==> config.mk <==
export PLATFORM = sky130hd
export DESIGN_NAME = quad_line_if_host_port
export DESIGN_NICKNAME = d
export VERILOG_FILES = /design/src/logic/quad_line_if_host_port.v /design/src/logic/pin_sync.v
export VERILOG_INCLUDE_DIRS = /design/src /design/src/logic
export SDC_FILE = /design/constraint.sdc
export NUM_CORES = 1
export LEC_CHECK = 0
export ABC_CLOCK_PERIOD_IN_PS = 3100
export BUFFER_PORTS_ARGS = -buffer_cell sky130_fd_sc_hd__buf_2
export CAP_MARGIN = 40
export CORE_ASPECT_RATIO = 1.4
export CORE_MARGIN = 1
export CORE_UTILIZATION = 30
export CTS_CLUSTER_SIZE = 25
export DETAILED_ROUTE_END_ITERATION = 8
export GPL_ROUTABILITY_DRIVEN = 0
export GPL_TIMING_DRIVEN = 0
export PLACE_DENSITY = 0.58
export SYNTH_ARGS = -nofsm -noshare
export SYNTH_HDL_FRONTEND = slang
export SYNTH_SLANG_ARGS = --single-unit
==> constraint.sdc <==
create_clock -name clock_i -period 3.1 [get_ports clock_i]
set_clock_uncertainty 0.05 [all_clocks]
set_input_delay 0.62 -clock clock_i [delete_from_list [all_inputs] [get_ports clock_i]]
set_output_delay 0.62 -clock clock_i [all_outputs]
set_load 0.1 [all_outputs]
==> src/logic/host_port_defs.vh <==
// Constants for the quad line interface host port.
// Assumes inclusion by bare name from design files under logic/.
`ifndef HOST_PORT_DEFS_VH
`define HOST_PORT_DEFS_VH
`define HP_ADDR_W 4
`define HP_DATA_W 8
`define HP_CHANNELS 4
`define HP_ALARM_REG0 4'h0
`define HP_ALARM_REG1 4'h1
`define HP_MASK_REG0 4'h2
`define HP_MASK_REG1 4'h3
`define HP_CTRL_REG0 4'h4
`define HP_MASK_RESET 8'h00
`define HP_STRAP_SETTLE 2'h2
`define HP_FAST_HOST_NS 61
`define HP_CLK_NS 10
`define HP_WAIT_CYCLES ((`HP_FAST_HOST_NS + `HP_CLK_NS - 1) / `HP_CLK_NS)
`endif

==> src/logic/quad_line_if_host_port.v <==
// Host port of a quad T1/E1 line interface: strap decode, register access, wait states, alarm interrupt.
// Assumes host bus pins and straps are asynchronous; a tristate data pad is formed outside.
//
// What this block does
// - Chip mode strap high selects processor port, low selects direct pin control.
// - Multiplex strap high selects shared 8-bit bus, low separate 4-bit address.
// - Control style strap picks the control signal set; four modes result.
// - Shared bus mode offers an internal chip select matching a device id.
// - Cycles complete without wait states for hosts up to 16.384 MHz.
// - Faster hosts get cycles stretched by the wait/acknowledge output.
// - Alarm interrupt asserts high once per alarm activation when unmasked, in processor mode only.
// - Interrupt deasserts after the host reads the alarm status registers.
// - Per-line-interface masks decide which alarms drive the interrupt.
// - Clock rate strap 0 means 16x reference clock, 1 means line-rate clock.
`timescale 1ns/1ps
`include "host_port_defs.vh"
module quad_line_if_host_port #(
	parameter CHANNELS = `HP_CHANNELS,
	parameter [3:0] CHIP_ID = 4'h0,
	parameter WAIT_CYCLES = `HP_WAIT_CYCLES
) (
	input wire clock_i,
	input wire reset_i,
	input wire chip_mode_select_i,
	input wire bus_multiplex_select_i,
	input wire control_style_select_i,
	input wire ref_clock_rate_select_i,
	input wire ref_clock_standard_select_i,
	input wire fast_host_i,
	input wire [3:0] addr_i,
	input wire [7:0] ad_i,
	input wire ale_i,
	input wire cs_n_i,
	input wire strobe_a_n_i,
	input wire strobe_b_n_i,
	input wire [CHANNELS-1:0] alarm_i,
	output reg [7:0] ad_o,
	output reg ad_oe_n_o,
	output reg wait_acknowledge_out_o,
	output reg alarm_irq_o,
	output reg processor_mode_o,
	output reg ref_clock_16x_o,
	output reg ref_clock_e1_o,
	output reg [7:0] ctrl_o
);
	localparam ST_IDLE = 2'd0;
	localparam ST_WAIT = 2'd1;
	localparam ST_DONE = 2'd2;
	localparam [1:0] CFG_CAPTURE = `HP_STRAP_SETTLE;
	localparam [1:0] CFG_HOLD = 2'h3;
	wire [5:0] strap_s;
	wire [3:0] addr_s;
	wire [7:0] ad_s;
	wire [3:0] ctl_s;
	wire [CHANNELS-1:0] alarm_s;
	pin_sync #(.WIDTH(6)) u_strap (.clock_i(clock_i), .reset_i(reset_i),
		.async_i({fast_host_i, ref_clock_standard_select_i, ref_clock_rate_select_i,
			control_style_select_i, bus_multiplex_select_i, chip_mode_select_i}),
		.sync_o(strap_s));
	// Bus pins read as active right after reset, so requests wait for the captured mode
	pin_sync #(.WIDTH(16+CHANNELS)) u_bus (.clock_i(clock_i), .reset_i(reset_i),
		.async_i({alarm_i, strobe_b_n_i, strobe_a_n_i, cs_n_i, ale_i, ad_i, addr_i}),
		.sync_o({alarm_s, ctl_s, ad_s, addr_s}));
	reg [1:0] cfg_cnt_q;
	reg mux_q;
	reg style_q;
	reg fast_q;
	reg [3:0] latched_addr_q;
	reg id_match_q;
	reg [1:0] state_q;
	reg [7:0] wait_cnt_q;
	reg [CHANNELS-1:0] alarm_prev_q;
	reg [CHANNELS-1:0] alarm_sticky_q;
	reg [CHANNELS-1:0] mask_q;
	reg access_q;
	reg write_q;
	reg [3:0] acc_addr_q;
	// Per-channel vector placed in the low bits of a data byte
	function [7:0] widen_ch;
		input [CHANNELS-1:0] v;
		begin
			widen_ch = {{(8-CHANNELS){1'b0}}, v};
		end
	endfunction
	// Decode of the two control styles into read and write strobes
	function [1:0] decode_rw;
		input style;
		input sa_n;
		input sb_n;
		begin
			if (style)
				decode_rw = {~sa_n & ~sb_n, ~sa_n & sb_n};
			else
				decode_rw = {~sb_n, ~sa_n};
		end
	endfunction
	wire ale = ctl_s[0];
	wire cs_act = ~ctl_s[1];
	wire [1:0] rw = decode_rw(style_q, ctl_s[2], ctl_s[3]);
	wire selected = processor_mode_o & cs_act & (~mux_q | id_match_q);
	// A request needs chip select, a strobe and, on the shared bus, a matching chip id
	wire req = selected & (rw[0] | rw[1]);
	wire [3:0] eff_addr = mux_q ? latched_addr_q : addr_s;
	wire [CHANNELS-1:0] rise = alarm_s & ~alarm_prev_q;
	// Read of either alarm register clears the interrupt
	wire alarm_rd = (state_q == ST_DONE) & ~write_q &
		((acc_addr_q == `HP_ALARM_REG0) | (acc_addr_q == `HP_ALARM_REG1));
	// Strap capture: counted once after reset, then frozen
	always @(posedge clock_i) begin
		if (reset_i) begin
			cfg_cnt_q <= 2'd0;
			mux_q <= 1'b0;
			style_q <= 1'b0;
			fast_q <= 1'b0;
			processor_mode_o <= 1'b0;
			ref_clock_16x_o <= 1'b1;
			ref_clock_e1_o <= 1'b0;
		end else if (cfg_cnt_q != CFG_HOLD) begin
			cfg_cnt_q <= cfg_cnt_q + 2'd1;
			// Straps are taken only once the synchroniser holds their real level
			if (cfg_cnt_q == CFG_CAPTURE) begin
				processor_mode_o <= strap_s[0];
				mux_q <= strap_s[1];
				style_q <= strap_s[2];
				ref_clock_16x_o <= ~strap_s[3];
				ref_clock_e1_o <= strap_s[3] & strap_s[4];
				fast_q <= strap_s[5];
			end
		end
	end
	// Address phase of the shared bus also checks the chip id
	always @(posedge clock_i) begin
		if (reset_i) begin
			latched_addr_q <= 4'h0;
			id_match_q <= 1'b0;
		end else if (mux_q && ale) begin
			latched_addr_q <= ad_s[3:0];
			id_match_q <= (ad_s[7:4] == CHIP_ID);
		end
	end
	always @(posedge clock_i) begin
		if (reset_i) begin
			state_q <= ST_IDLE;
			wait_cnt_q <= 8'h00;
			wait_acknowledge_out_o <= 1'b0;
			write_q <= 1'b0;
			acc_addr_q <= 4'h0;
			ad_o <= 8'h00;
			ad_oe_n_o <= 1'b1;
			mask_q <= {CHANNELS{1'b0}};
			ctrl_o <= 8'h00;
		end else begin
			case (state_q)
				ST_IDLE: begin
					ad_oe_n_o <= 1'b1;
					wait_acknowledge_out_o <= 1'b0;
					if (req) begin
						write_q <= rw[1];
						acc_addr_q <= eff_addr;
						// Fast hosts see the answer only after this count runs out
						wait_cnt_q <= WAIT_CYCLES[7:0];
						if (fast_q)
							state_q <= ST_WAIT;
						else
							state_q <= ST_DONE;
					end
				end
				ST_WAIT: begin
					if (wait_cnt_q <= 8'h01)
						state_q <= ST_DONE;
					else
						wait_cnt_q <= wait_cnt_q - 8'h01;
				end
				ST_DONE: begin
					wait_acknowledge_out_o <= fast_q;
					if (!write_q) begin
						ad_oe_n_o <= 1'b0;
						case (acc_addr_q)
							`HP_ALARM_REG0: ad_o <= widen_ch(alarm_sticky_q);
							`HP_ALARM_REG1: ad_o <= widen_ch(alarm_s);
							`HP_MASK_REG0: ad_o <= widen_ch(mask_q);
							`HP_CTRL_REG0: ad_o <= ctrl_o;
							default: ad_o <= 8'h00;
						endcase
					// Writes stop once the strobe is seen gone; the data pins may already move
					end else if (req) begin
						case (acc_addr_q)
							`HP_MASK_REG0: mask_q <= ad_s[CHANNELS-1:0];
							`HP_CTRL_REG0: ctrl_o <= ad_s;
							default: ctrl_o <= ctrl_o;
						endcase
					end
					if (!req)
						state_q <= ST_IDLE;
				end
				default: state_q <= ST_IDLE;
			endcase
		end
	end
	always @(posedge clock_i) begin
		if (reset_i) begin
			alarm_prev_q <= {CHANNELS{1'b0}};
			alarm_sticky_q <= {CHANNELS{1'b0}};
			alarm_irq_o <= 1'b0;
			access_q <= 1'b0;
		end else begin
			// Sticky bits and the interrupt follow alarm rises, not levels
			alarm_prev_q <= alarm_s;
			access_q <= alarm_rd;
			// New activations win over the read-clear
			if (alarm_rd && !access_q)
				alarm_sticky_q <= rise;
			else
				alarm_sticky_q <= alarm_sticky_q | rise;
			if (|(rise & ~mask_q))
				alarm_irq_o <= processor_mode_o;
			else if (alarm_rd)
				alarm_irq_o <= 1'b0;
		end
	end
endmodule

==> src/logic/pin_sync.v <==
// Two-stage synchroniser for a bundle of pin-level inputs.
// Assumes the inputs are asynchronous to clock_i.
`timescale 1ns/1ps
module pin_sync #(
	parameter WIDTH = 1
) (
	input wire clock_i,
	input wire reset_i,
	input wire [WIDTH-1:0] async_i,
	output reg [WIDTH-1:0] sync_o
);
	reg [WIDTH-1:0] meta_q;
	always @(posedge clock_i) begin
		if (reset_i) begin
			meta_q <= {WIDTH{1'b0}};
			sync_o <= {WIDTH{1'b0}};
		end else begin
			meta_q <= async_i;
			sync_o <= meta_q;
		end
	end
endmodule

==> results of run 1 <==
==> routing by layer <==
layer  global-route usage [%]  vias up  part of all wire, %
li1                         -     1483                    -
met1                    14.57     1360                   42
met2                    24.32       55                   52
met3                    3.679       15                  3.5
met4                    6.502        0                  2.7
met5                        0        -                    0
==> state kept, by name, indices dropped and copies added, names as in the netlist, 6 cells and up <==
signal	flops
u_bus.sync_o	20
u_bus.meta_q	20
u_strap.meta_q	6
ctrl_o	8
wait_cnt_q	8
u_strap.sync_o	6
ad_o	8
==> layout make-up <==
type	instances	area share, %
Timing Repair Buffer	48	5.029
Clock inverter	6	1.283
Multi-Input combinational cell	262	35.02
Sequential cell	112	46.94
Inverter	7	0.5500
Tap cell	178	4.662
Clock buffer	10	4.793
Buffer	21	1.729
==> power by group through the flow <==
| stage | Clock (mW) | Combinational [mW] | Sequential [mW] |
|---|---|---|---|
| global placement | 0 | 0.182 | 1.54 |
| global route | 1.21 | 0.209 | 1.52 |
| CTS | 1.14 | 0.188 | 1.51 |
| detailed placement | 0 | 0.188 | 1.55 |
| finish | 1.12 | 0.185 | 1.51 |
| floorplan | 0 | 0.126 | 1.55 |
==> worst min path at each step <==
stage | end | slack, ps | depth (start not counted)
2_1_floorplan | u_bus.sync_o[0] | 360 | 1
3_3_place_gp | u_bus.sync_o[19] | 370 | 1
3_5_place_dp | u_bus.sync_o[16] | 370 | 1
4_1_cts | u_bus.sync_o[16] | 390 | 1
5_1_grt | u_bus.sync_o[4] | 390 | 1
6_report | u_bus.sync_o[9] | 390 | 1
==> logic make-up (layout without fill, tap and decap cells) <==
group                      Yosys count  after routing
DFF                                112            112
xor gates and xnor gates             1              1
buffers and inverters               28             92
muxes                               30             30
adders and majority gates            5              5
and+or+nand+nor                    170            170
AOI/OAI and AO/OA                   56             56
==> Yosys cell counts (2+ instances only) <==
cell	n
dfxtp_1	112
nor2b_1	64
nand2_1	40
mux2i_1	30
nor2_1	28
a21oi_1	17
clkbuf_1	15
o21ai_0	9
inv_1	7
nand2b_1	7
nand3_1	6
a22o_1	5
a211oi_1	4
a22oi_1	4
ha_1	4
nor3b_1	4
nor4_1	4
a2bb2oi_1	3
buf_1	3
buf_2	3
nand4_1	3
nor3_1	3
o211ai_1	3
and4_1	2
nor4b_1	2
o21ai_1	2
==> critical path: cells and delay by family (launching register included) <==
family / cells / cell delay (ps)
buffers and inverters: 1 / 210
DFF: 1 / 300
muxes: 1 / 280
and+or+nand+nor: 2 / 1290
==> cells in the final DEF (no fill, tap or decap), types with 2 or more instances in the layout <==
cell	count
nand3_1	6
nand2_1	40
nor3b_1	4
ha_1	4
nor4b_1	2
o211ai_1	3
nor2_1	28
nand2b_1	7
clkbuf_16	9
a22o_1	5
a2bb2oi_1	3
clkbuf_1	16
a21oi_1	17
buf_1	3
o21ai_0	9
inv_1	7
nor4_1	4
mux2i_1	30
nor2b_1	64
a22oi_1	4
o21ai_1	2
nor3_1	3
a211oi_1	4
and4_1	2
buf_2	51
nand4_1	3
dfxtp_1	112
inv_6	2
==> through the flow <==
| stage | power, mW | cells | util [%] | area [um2] |
|---|---|---|---|---|
| 2_1_floorplan | 1.673 | 402 | - | 4024 |
| 3_3_place_gp | 1.727 | 628 | 34.68 | 4487 |
| 3_5_place_dp | 1.734 | 628 | 34.68 | 4487 |
| 4_1_cts | 2.844 | 644 | 36.93 | 4777 |
| 5_1_grt | 2.934 | 644 | 36.93 | 4777 |
| 6_report | 2.814 | 644 | 36.93 | 4777 |
==> flow_summary.yaml, run 1 <==
global_routing:
  track_usage_pct: 13.60
  grt_max_degree: 21
  grt_pass1_wl_mm: 14.38
  grt_pass1_vias: 2927
  antenna_found_initial: 0
  grt_overflow: 0
timing:
  final_max_slew_viol_count: 0
  setup_viol: 0
  fin_ws_ps: 874.1
  final.setup.tns_ps: 0
  rsz0062_at_grt: "false"
  worst_pin_slew_ps: 876.2
  relSlewSlack_pct: 40.76
  fmax_ghz: 0.4493
  hold_ws_ps: 388.8
  layout_min_cycle_time_ps: 2226
  hold_violations: 0
  period_share_pct: 71.80
clock_network:
  h-tree-depth: 3
  cts.clk_slew.worst_paths_ps: 70
  postCtsSetupRepairBufs: 0
  clock_sinks: 112
  cts_tree: "done"
  root_buffer: "clkbuf_16"
  cts_resized: 0
  numCtsBuffers: 9
  cts_hold_buf: 0
  clk_latency_ps: 350
  clockBufferDepth: 2
logic_synthesis:
  yosysTopAreaCell: "dfxtp_1"
  synthMuxAreaShare_pct: 7.463
  synth-compound-area-share_pct: 9.857
  yosysTopAreaCellShare_pct: 55.72
  ys_warn_count: 0
  ys_ff_latch: 112
  syn_area_mm2: 0.004024
  synth_seq_area_share_pct: 55.72
  ys.flop_type: "dfxtp_1"
  synth_area_leaders: "dfxtp_1 (56%), nor2b_1 (10%), mux2i_1 (7.5%), nand2_1 (3.7%), nor2_1 (2.6%)"
  synthAdderAreaFrac_pct: 1.493
  synth_top_family_by_area: "simple AND/OR/NAND/NOR gates"
  synth-edff-count: 0
  synth_xor_area_share_pct: 0.2177
  syn-num-nets: 434
  yosysUniqueCellTypes: 44
  synthCells: 402
  synth.avg_cell_area_um2: 10.01
  synth-simple-area-share_pct: 22.54
  async_reset_ff_share_pct: 0
route:
  drt_iter0_markers: 132
  num_vias: 2913
  routed_wl_mm: 8.723
  wl_per_cell_um: 13.55
  drt_first_pass_iters: 4
  final_antenna_net_count: 0
  viasPerCell: 4.523
  drc: 0
hold_path:
  hold_start: "u_bus.meta_q[9]"
  hold_class: "flip-flop to flip-flop"
die:
  start_util_pct: 31.11
  chipWidth_um: 99.88
  io_pins: 50
  rows: 49
  dieArea_mm2: 0.01389
  core_area_mm2: 0.01294
  die_h_um: 139.0
worst_setup_path:
  cp_slowest_cell: "nor4b_1"
  rr_startpoint: "acc_addr_q[0]"
  worstSetupPathType: "flip-flop to flip-flop"
  worstPathCellList: "clkbuf_1, nor4b_1, nand4_1, mux2i_1"
  max_stage_delay_ps: 820
  cp.required_ps: 3320
  cp.arrival_ps: 2450
  critPathCaptureType: "flip-flop"
  crit_path_end: "mask_q[0]"
  start_kind: "flip-flop"
  worstRegToRegCells: 4
  cp-startpoint: "acc_addr_q[0]"
  r2r_end: "mask_q[0]"
  path_max_fanout: 10
  r2r_slack_ps: 870
power:
  comb_power_share_pct: 6.6
  powerDensity_mw_per_mm2: 589.0
  power_frac_seq_pct: 53.7
  net-switching-power_mw: 0.6826
  swShare_pct: 24.26
  p_leak_nw: 1.880
  p_int_mw: 2.131
  clkPwrFrac_pct: 39.7
  ir_drop_mv: 0.2761
run:
  max-cap-violations: 0
cells_and_area:
  fillCellCount: 1307
  nNetsFinal: 493
  seq_area_mm2: 0.002242
  area_growth_pct: 18.72
  multiInputGateArea_mm2: 0.001673
  n_antenna_cell: 0
  drive_above_1_share_pct: 15.24
placement:
  io_buffers: 48
  dp_hpwl_mm: 6.540
  pre_cts_slack_ps: 732.0
outcome:
  status: "finished clean"
Power figures use the tool's default switching activity.
==> run 2: changes to the inputs <==
ABC_CLOCK_PERIOD_IN_PS = 2000   (was 3100)
PLACE_DENSITY = 0.59   (was 0.58)
clock period = 2 ns   (was 3.1 ns; I/O delays follow)
==> run 2 against run 1 <==
Compared with the run above:
- cell area rose by 0.86%
- maximum frequency rose by 17%
- routed wire length fell by 1.9%
- highest routed layer unchanged
- count of clock-buffer cells in the layout fell by 1
- combinational power rose by 55%
- largest cell class unchanged
- worst setup slack got worse by 780 ps
==> flow_summary.yaml, run 2 (same netlist as run 1, synthesis figures left out) <==
placement:
  dp_hpwl_mm: 6.467
  io_buffers: 48
  dp.cells: 628
worst_setup_path:
  rr_startpoint: "wait_cnt_q[3]"
  crit_buf_inv: 0
  cp-startpoint: "wait_cnt_q[3]"
  cp_slowest_cell: "or4_4"
  r2r_slack_ps: 100
  critPathTopFamily: "compound AO/OA/AOI/OAI gates"
  crit_path_end: "wait_cnt_q[5]"
  cp.required_ps: 2240
  r2r_end: "wait_cnt_q[5]"
  path_max_fanout: 8
  cp_num_cells: 4
  start_kind: "flip-flop"
  worstSetupPathType: "flip-flop to flip-flop"
  max_stage_delay_ps: 570
  worstPathCellList: "or4_4, o41a_4, o211ai_1, mux2i_1"
  critPathCaptureType: "flip-flop"
  cp.arrival_ps: 2140
  worstRegToRegCells: 4
timing:
  fmax_ghz: 0.5260
  final_max_slew_viol_count: 0
  hold_violations: 0
  period_share_pct: 95.06
  setup_viol: 0
  layout_min_cycle_time_ps: 1901
  worst_pin_slew_ps: 905.4
  rsz0062_at_grt: "true"
  hold_ws_ps: 201.3
  relSlewSlack_pct: 38.84
  final.setup.tns_ps: 0
run:
  max-cap-violations: 0
global_routing:
  antenna_found_initial: 0
  grt_pass1_vias: 2789
  grt_max_degree: 21
  grt_overflow: 0
  grt_pass1_wl_mm: 13.84
  track_usage_pct: 13.12
die:
  start_util_pct: 31.11
  die_h_um: 139.0
  core_area_mm2: 0.01294
  rows: 49
  io_pins: 50
  dieArea_mm2: 0.01389
  chipWidth_um: 99.88
cells_and_area:
  area_growth_pct: 19.75
  reg.largest.list: "u_bus.meta_q: 20 flops, u_bus.sync_o: 20 flops"
  layout_common_cells: "dfxtp_1 (111), nor2b_1 (64), buf_2 (51), nand2_1 (40), mux2i_1 (30)"
  n_antenna_cell: 0
  nNetsFinal: 492
  fillCellCount: 1292
  final_common_cell: "dfxtp_1"
  final_cells: 642
  drive_above_1_share_pct: 16.59
  final_core_util_pct: 37.25
route:
  routed_wl_mm: 8.558
  final_antenna_net_count: 0
  drt_iter0_markers: 124
  drt_first_pass_iters: 4
  viasPerCell: 4.537
  num_vias: 2913
  wl_per_cell_um: 13.33
  drc: 0
clock_network:
  clockBufferDepth: 2
  cts_hold_buf: 0
  cts.clk_slew.worst_paths_ps: 80
  postCtsSetupRepairBufs: 0
  clock_sinks: 112
  h-tree-depth: 3
  clk_latency_ps: 350
  cts_tree: "done"
  root_buffer: "clkbuf_16"
  numCtsBuffers: 9
power:
  ir_drop_mv: 0.4085
  p_leak_nw: 1.903
  powerDensity_mw_per_mm2: 926.7
outcome:
  status: "finished clean"
hold_path:
  hold_start: "ale_i"
  hold_class: "primary input to flip-flop"
-- run 2: cell count changes in the layout (fill, tap and decap cells not counted), sizes merged --
cell,before,now
bufinv,0,1
clkinv,2,1
clkbuf,25,23
-- run 2: what timing repair did --
action / 4_1_cts / 5_1_grt
gates resized for setup: 3 / 3
pin swaps: 0 / 2
endpoints found under the setup margin: 20 / 21
endpoints found under the hold margin: 0 / 0
-- run 2: through the flow --
step	instance area [um2]	power, mW	worst slack (ps)
after CTS	4811	4.516	7.943
after floorplan	4025	2.594	54.48
after detailed placement	4488	2.685	-158.5
after global routing	4818	4.647	-5.626
final	4818	4.465	98.84
after global placement	4488	2.675	-132.5
-- run 2: cell type report --
type | instances | area, um2 | share of cell area [%]
clock buffers | 9 | 225.2 | 4.674
repair buffers | 48 | 240.2 | 4.986
well taps | 178 | 222.7 | 4.622
inverters | 7 | 26.28 | 0.5453
plain buffers | 20 | 78.83 | 1.636
multi-input cells | 262 | 1697 | 35.21
flip-flops and latches | 112 | 2243 | 46.56
clock inverters | 6 | 85.08 | 1.766
-- run 2: worst min path at each step --
stage	to	cells after the start
2_1_floorplan	u_bus.sync_o[0]	1
3_3_place_gp	u_bus.sync_o[19]	1
3_5_place_dp	u_bus.sync_o[12]	1
4_1_cts	u_bus.meta_q[12]	2
5_1_grt	u_bus.meta_q[12]	2
6_report	u_bus.meta_q[12]	2
-- run 2: routing by layer --
| layer | wire length, um | up-vias | track usage, % |
|---|---|---|---|
| met5 | 0 | - | 0 |
| met4 | 177 | 0 | 6.037 |
| met3 | 223 | 11 | 2.772 |
| met2 | 4512 | 36 | 23.63 |
| met1 | 3644 | 1378 | 14.48 |
| li1 | - | 1488 | - |
-- run 2: worst reg2reg max path, cell delays in order, from the launching register on --
cell      delay (ps)
dfxtp_1          350
or4_4            570
o41a_4           420
o211ai_1         250
mux2i_1          200
-- run 2: report_power, final --
| group | internal, mW | total, mW | switching (mW) | leakage, nW |
|---|---|---|---|---|
| clock | 0.997 | 1.83 | 0.837 | 0.149 |
| combinational | 0.123 | 0.287 | 0.164 | 0.839 |
| sequential | 2.31 | 2.34 | 0.0392 | 0.916 |
==> run 3: changes to the inputs <==
--- a/constraint.sdc
+++ b/constraint.sdc
@@ -4,2 +4,2 @@
 set_output_delay 0.4 -clock clock_i [all_outputs]
-set_load 0.1 [all_outputs]
+set_load 0.01 [all_outputs]
==> run 3 against run 2 <==
Compared with the run above:
- power down 2.8%
- hold slack better by 3.1 ps
- global-route usage up 0.097 points
- critical path depth unchanged
- cell area fell by 0.21%
- die area is the same
- cell count rose by 0.16%
- sequential cell count unchanged
==> flow_summary.yaml, run 3 (same netlist as run 1, synthesis figures left out) <==
timing:
  worst_pin_slew_ps: 810.6
  fmax_ghz: 0.5257
  hold_violations: 0
  final_max_slew_viol_count: 0
  rsz0062_at_grt: "true"
  layout_min_cycle_time_ps: 1902
  relSlewSlack_pct: 45.25
  period_share_pct: 95.12
  final.setup.tns_ps: 0
  setup_viol: 0
hold_path:
  min_to: "u_bus.meta_q[10]"
  hold_depth: 2
  hold_class: "primary input to flip-flop"
  hold_start: "ad_i[6]"
clock_network:
  numCtsBuffers: 9
  postCtsSetupRepairBufs: 0
  clock_sinks: 112
  cts_tree: "done"
  clk_latency_ps: 350
  clockBufferDepth: 2
  cts.clk_slew.worst_paths_ps: 70
  cts_hold_buf: 0
  root_buffer: "clkbuf_16"
  h-tree-depth: 3
worst_setup_path:
  critPathCaptureType: "flip-flop"
  cp.arrival_ps: 2070
  rr_startpoint: "state_q[1]"
  critPathTopFamily: "simple AND/OR/NAND/NOR gates"
  r2r_slack_ps: 100
  path_max_fanout: 10
  worstPathCellList: "or3b_4, or4_1, a21oi_1, nor2_1"
  cp_slowest_cell: "or4_1"
  r2r_end: "alarm_sticky_q[3]"
  cp.required_ps: 2160
  worstRegToRegCells: 4
  worstSetupPathType: "flip-flop to flip-flop"
  max_stage_delay_ps: 580
  start_kind: "flip-flop"
  crit_buf_inv: 0
die:
  start_util_pct: 31.11
  chipWidth_um: 99.88
  rows: 49
  die_h_um: 139.0
  dieArea_mm2: 0.01389
  core_area_mm2: 0.01294
  io_pins: 50
power:
  p_leak_nw: 1.897
  powerDensity_mw_per_mm2: 902.5
  p_total_mw: 4.339
  ir_drop_mv: 0.4450
route:
  num_vias: 2874
  drc: 0
  drt_iter0_markers: 137
  drt_first_pass_iters: 4
  final_antenna_net_count: 0
  routed_wl_mm: 8.500
  viasPerCell: 4.470
  wl_per_cell_um: 13.22
global_routing:
  grt_max_degree: 20
  grt_overflow: 0
  grt_pass1_vias: 2822
  track_usage_pct: 13.22
  grt_pass1_wl_mm: 14.01
  antenna_found_initial: 0
placement:
  io_buffers: 48
  dp_hpwl_mm: 6.502
  dpl_cell_area_mm2: 0.004487
cells_and_area:
  drive_above_1_share_pct: 16.99
  layout_common_cells: "dfxtp_1 (110), nor2b_1 (64), buf_2 (51), nand2_1 (40), mux2i_1 (30)"
  nNetsFinal: 492
  area_growth_pct: 19.50
  n_antenna_cell: 0
  final_common_cell: "dfxtp_1"
  reg.largest.list: "u_bus.meta_q: 20 flops, u_bus.sync_o: 20 flops"
  final_core_util_pct: 37.17
  final_area_mm2: 0.004808
outcome:
  status: "finished clean"
run:
  max-cap-violations: 0
run 3: worst max path at each step:
stage                     startpoint                 to  slack [ps]  cells past startpoint
CTS                 processor_mode_o      acc_addr_q[1]          40                      6
global placement       acc_addr_q[0]          mask_q[3]        -120                      4
global route           wait_cnt_q[3]      wait_cnt_q[5]        -0.6                      4
floorplan              wait_cnt_q[3]      wait_cnt_q[4]         140                      4
detailed placement     acc_addr_q[0]          mask_q[3]        -130                      4
finish                    state_q[1]  alarm_sticky_q[3]         100                      4
run 3: metrics by stage:
stage                     hold WS (ps)  cells  worst slack, ps
after floorplan                  363.8    402            140.9
after global placement           367.9    628           -121.3
after detailed placement         371.2    628           -125.1
after CTS                        197.0    643            40.65
after global routing             200.7    643          -0.6477
final                            204.3    643            97.64
run 3: what timing repair did:
action,in CTS,in global routing
gates resized for setup,3,6
pin swaps,2,0
endpoints found under the setup margin,17,22
run 3: power by group:
part	total, mW	switching, mW	internal (mW)
clock	1.72	0.818	0.904
sequential	2.35	0.0395	2.31
combinational	0.273	0.150	0.123
run 3: area by class of cell:
cell class / count / area (um2)
repair buffers: 48 / 240.2
multi-input cells: 262 / 1702
clock inverters: 5 / 51.30
inverters: 7 / 26.28
fillers: 1304 / 8128
plain buffers: 20 / 78.83
well taps: 178 / 222.7
clock buffers: 11 / 242.7
flip-flops and latches: 112 / 2245
run 3: layer usage:
metal / routed length, um / up-vias / GRT usage (%) / share of wire [%]
met5: 0 / - / 0 / 0
met4: 227 / 0 / 6.192 / 2.7
met3: 234 / 18 / 3.024 / 2.8
met2: 4440 / 47 / 23.56 / 52
met1: 3597 / 1329 / 14.61 / 42
li1: - / 1480 / - / -
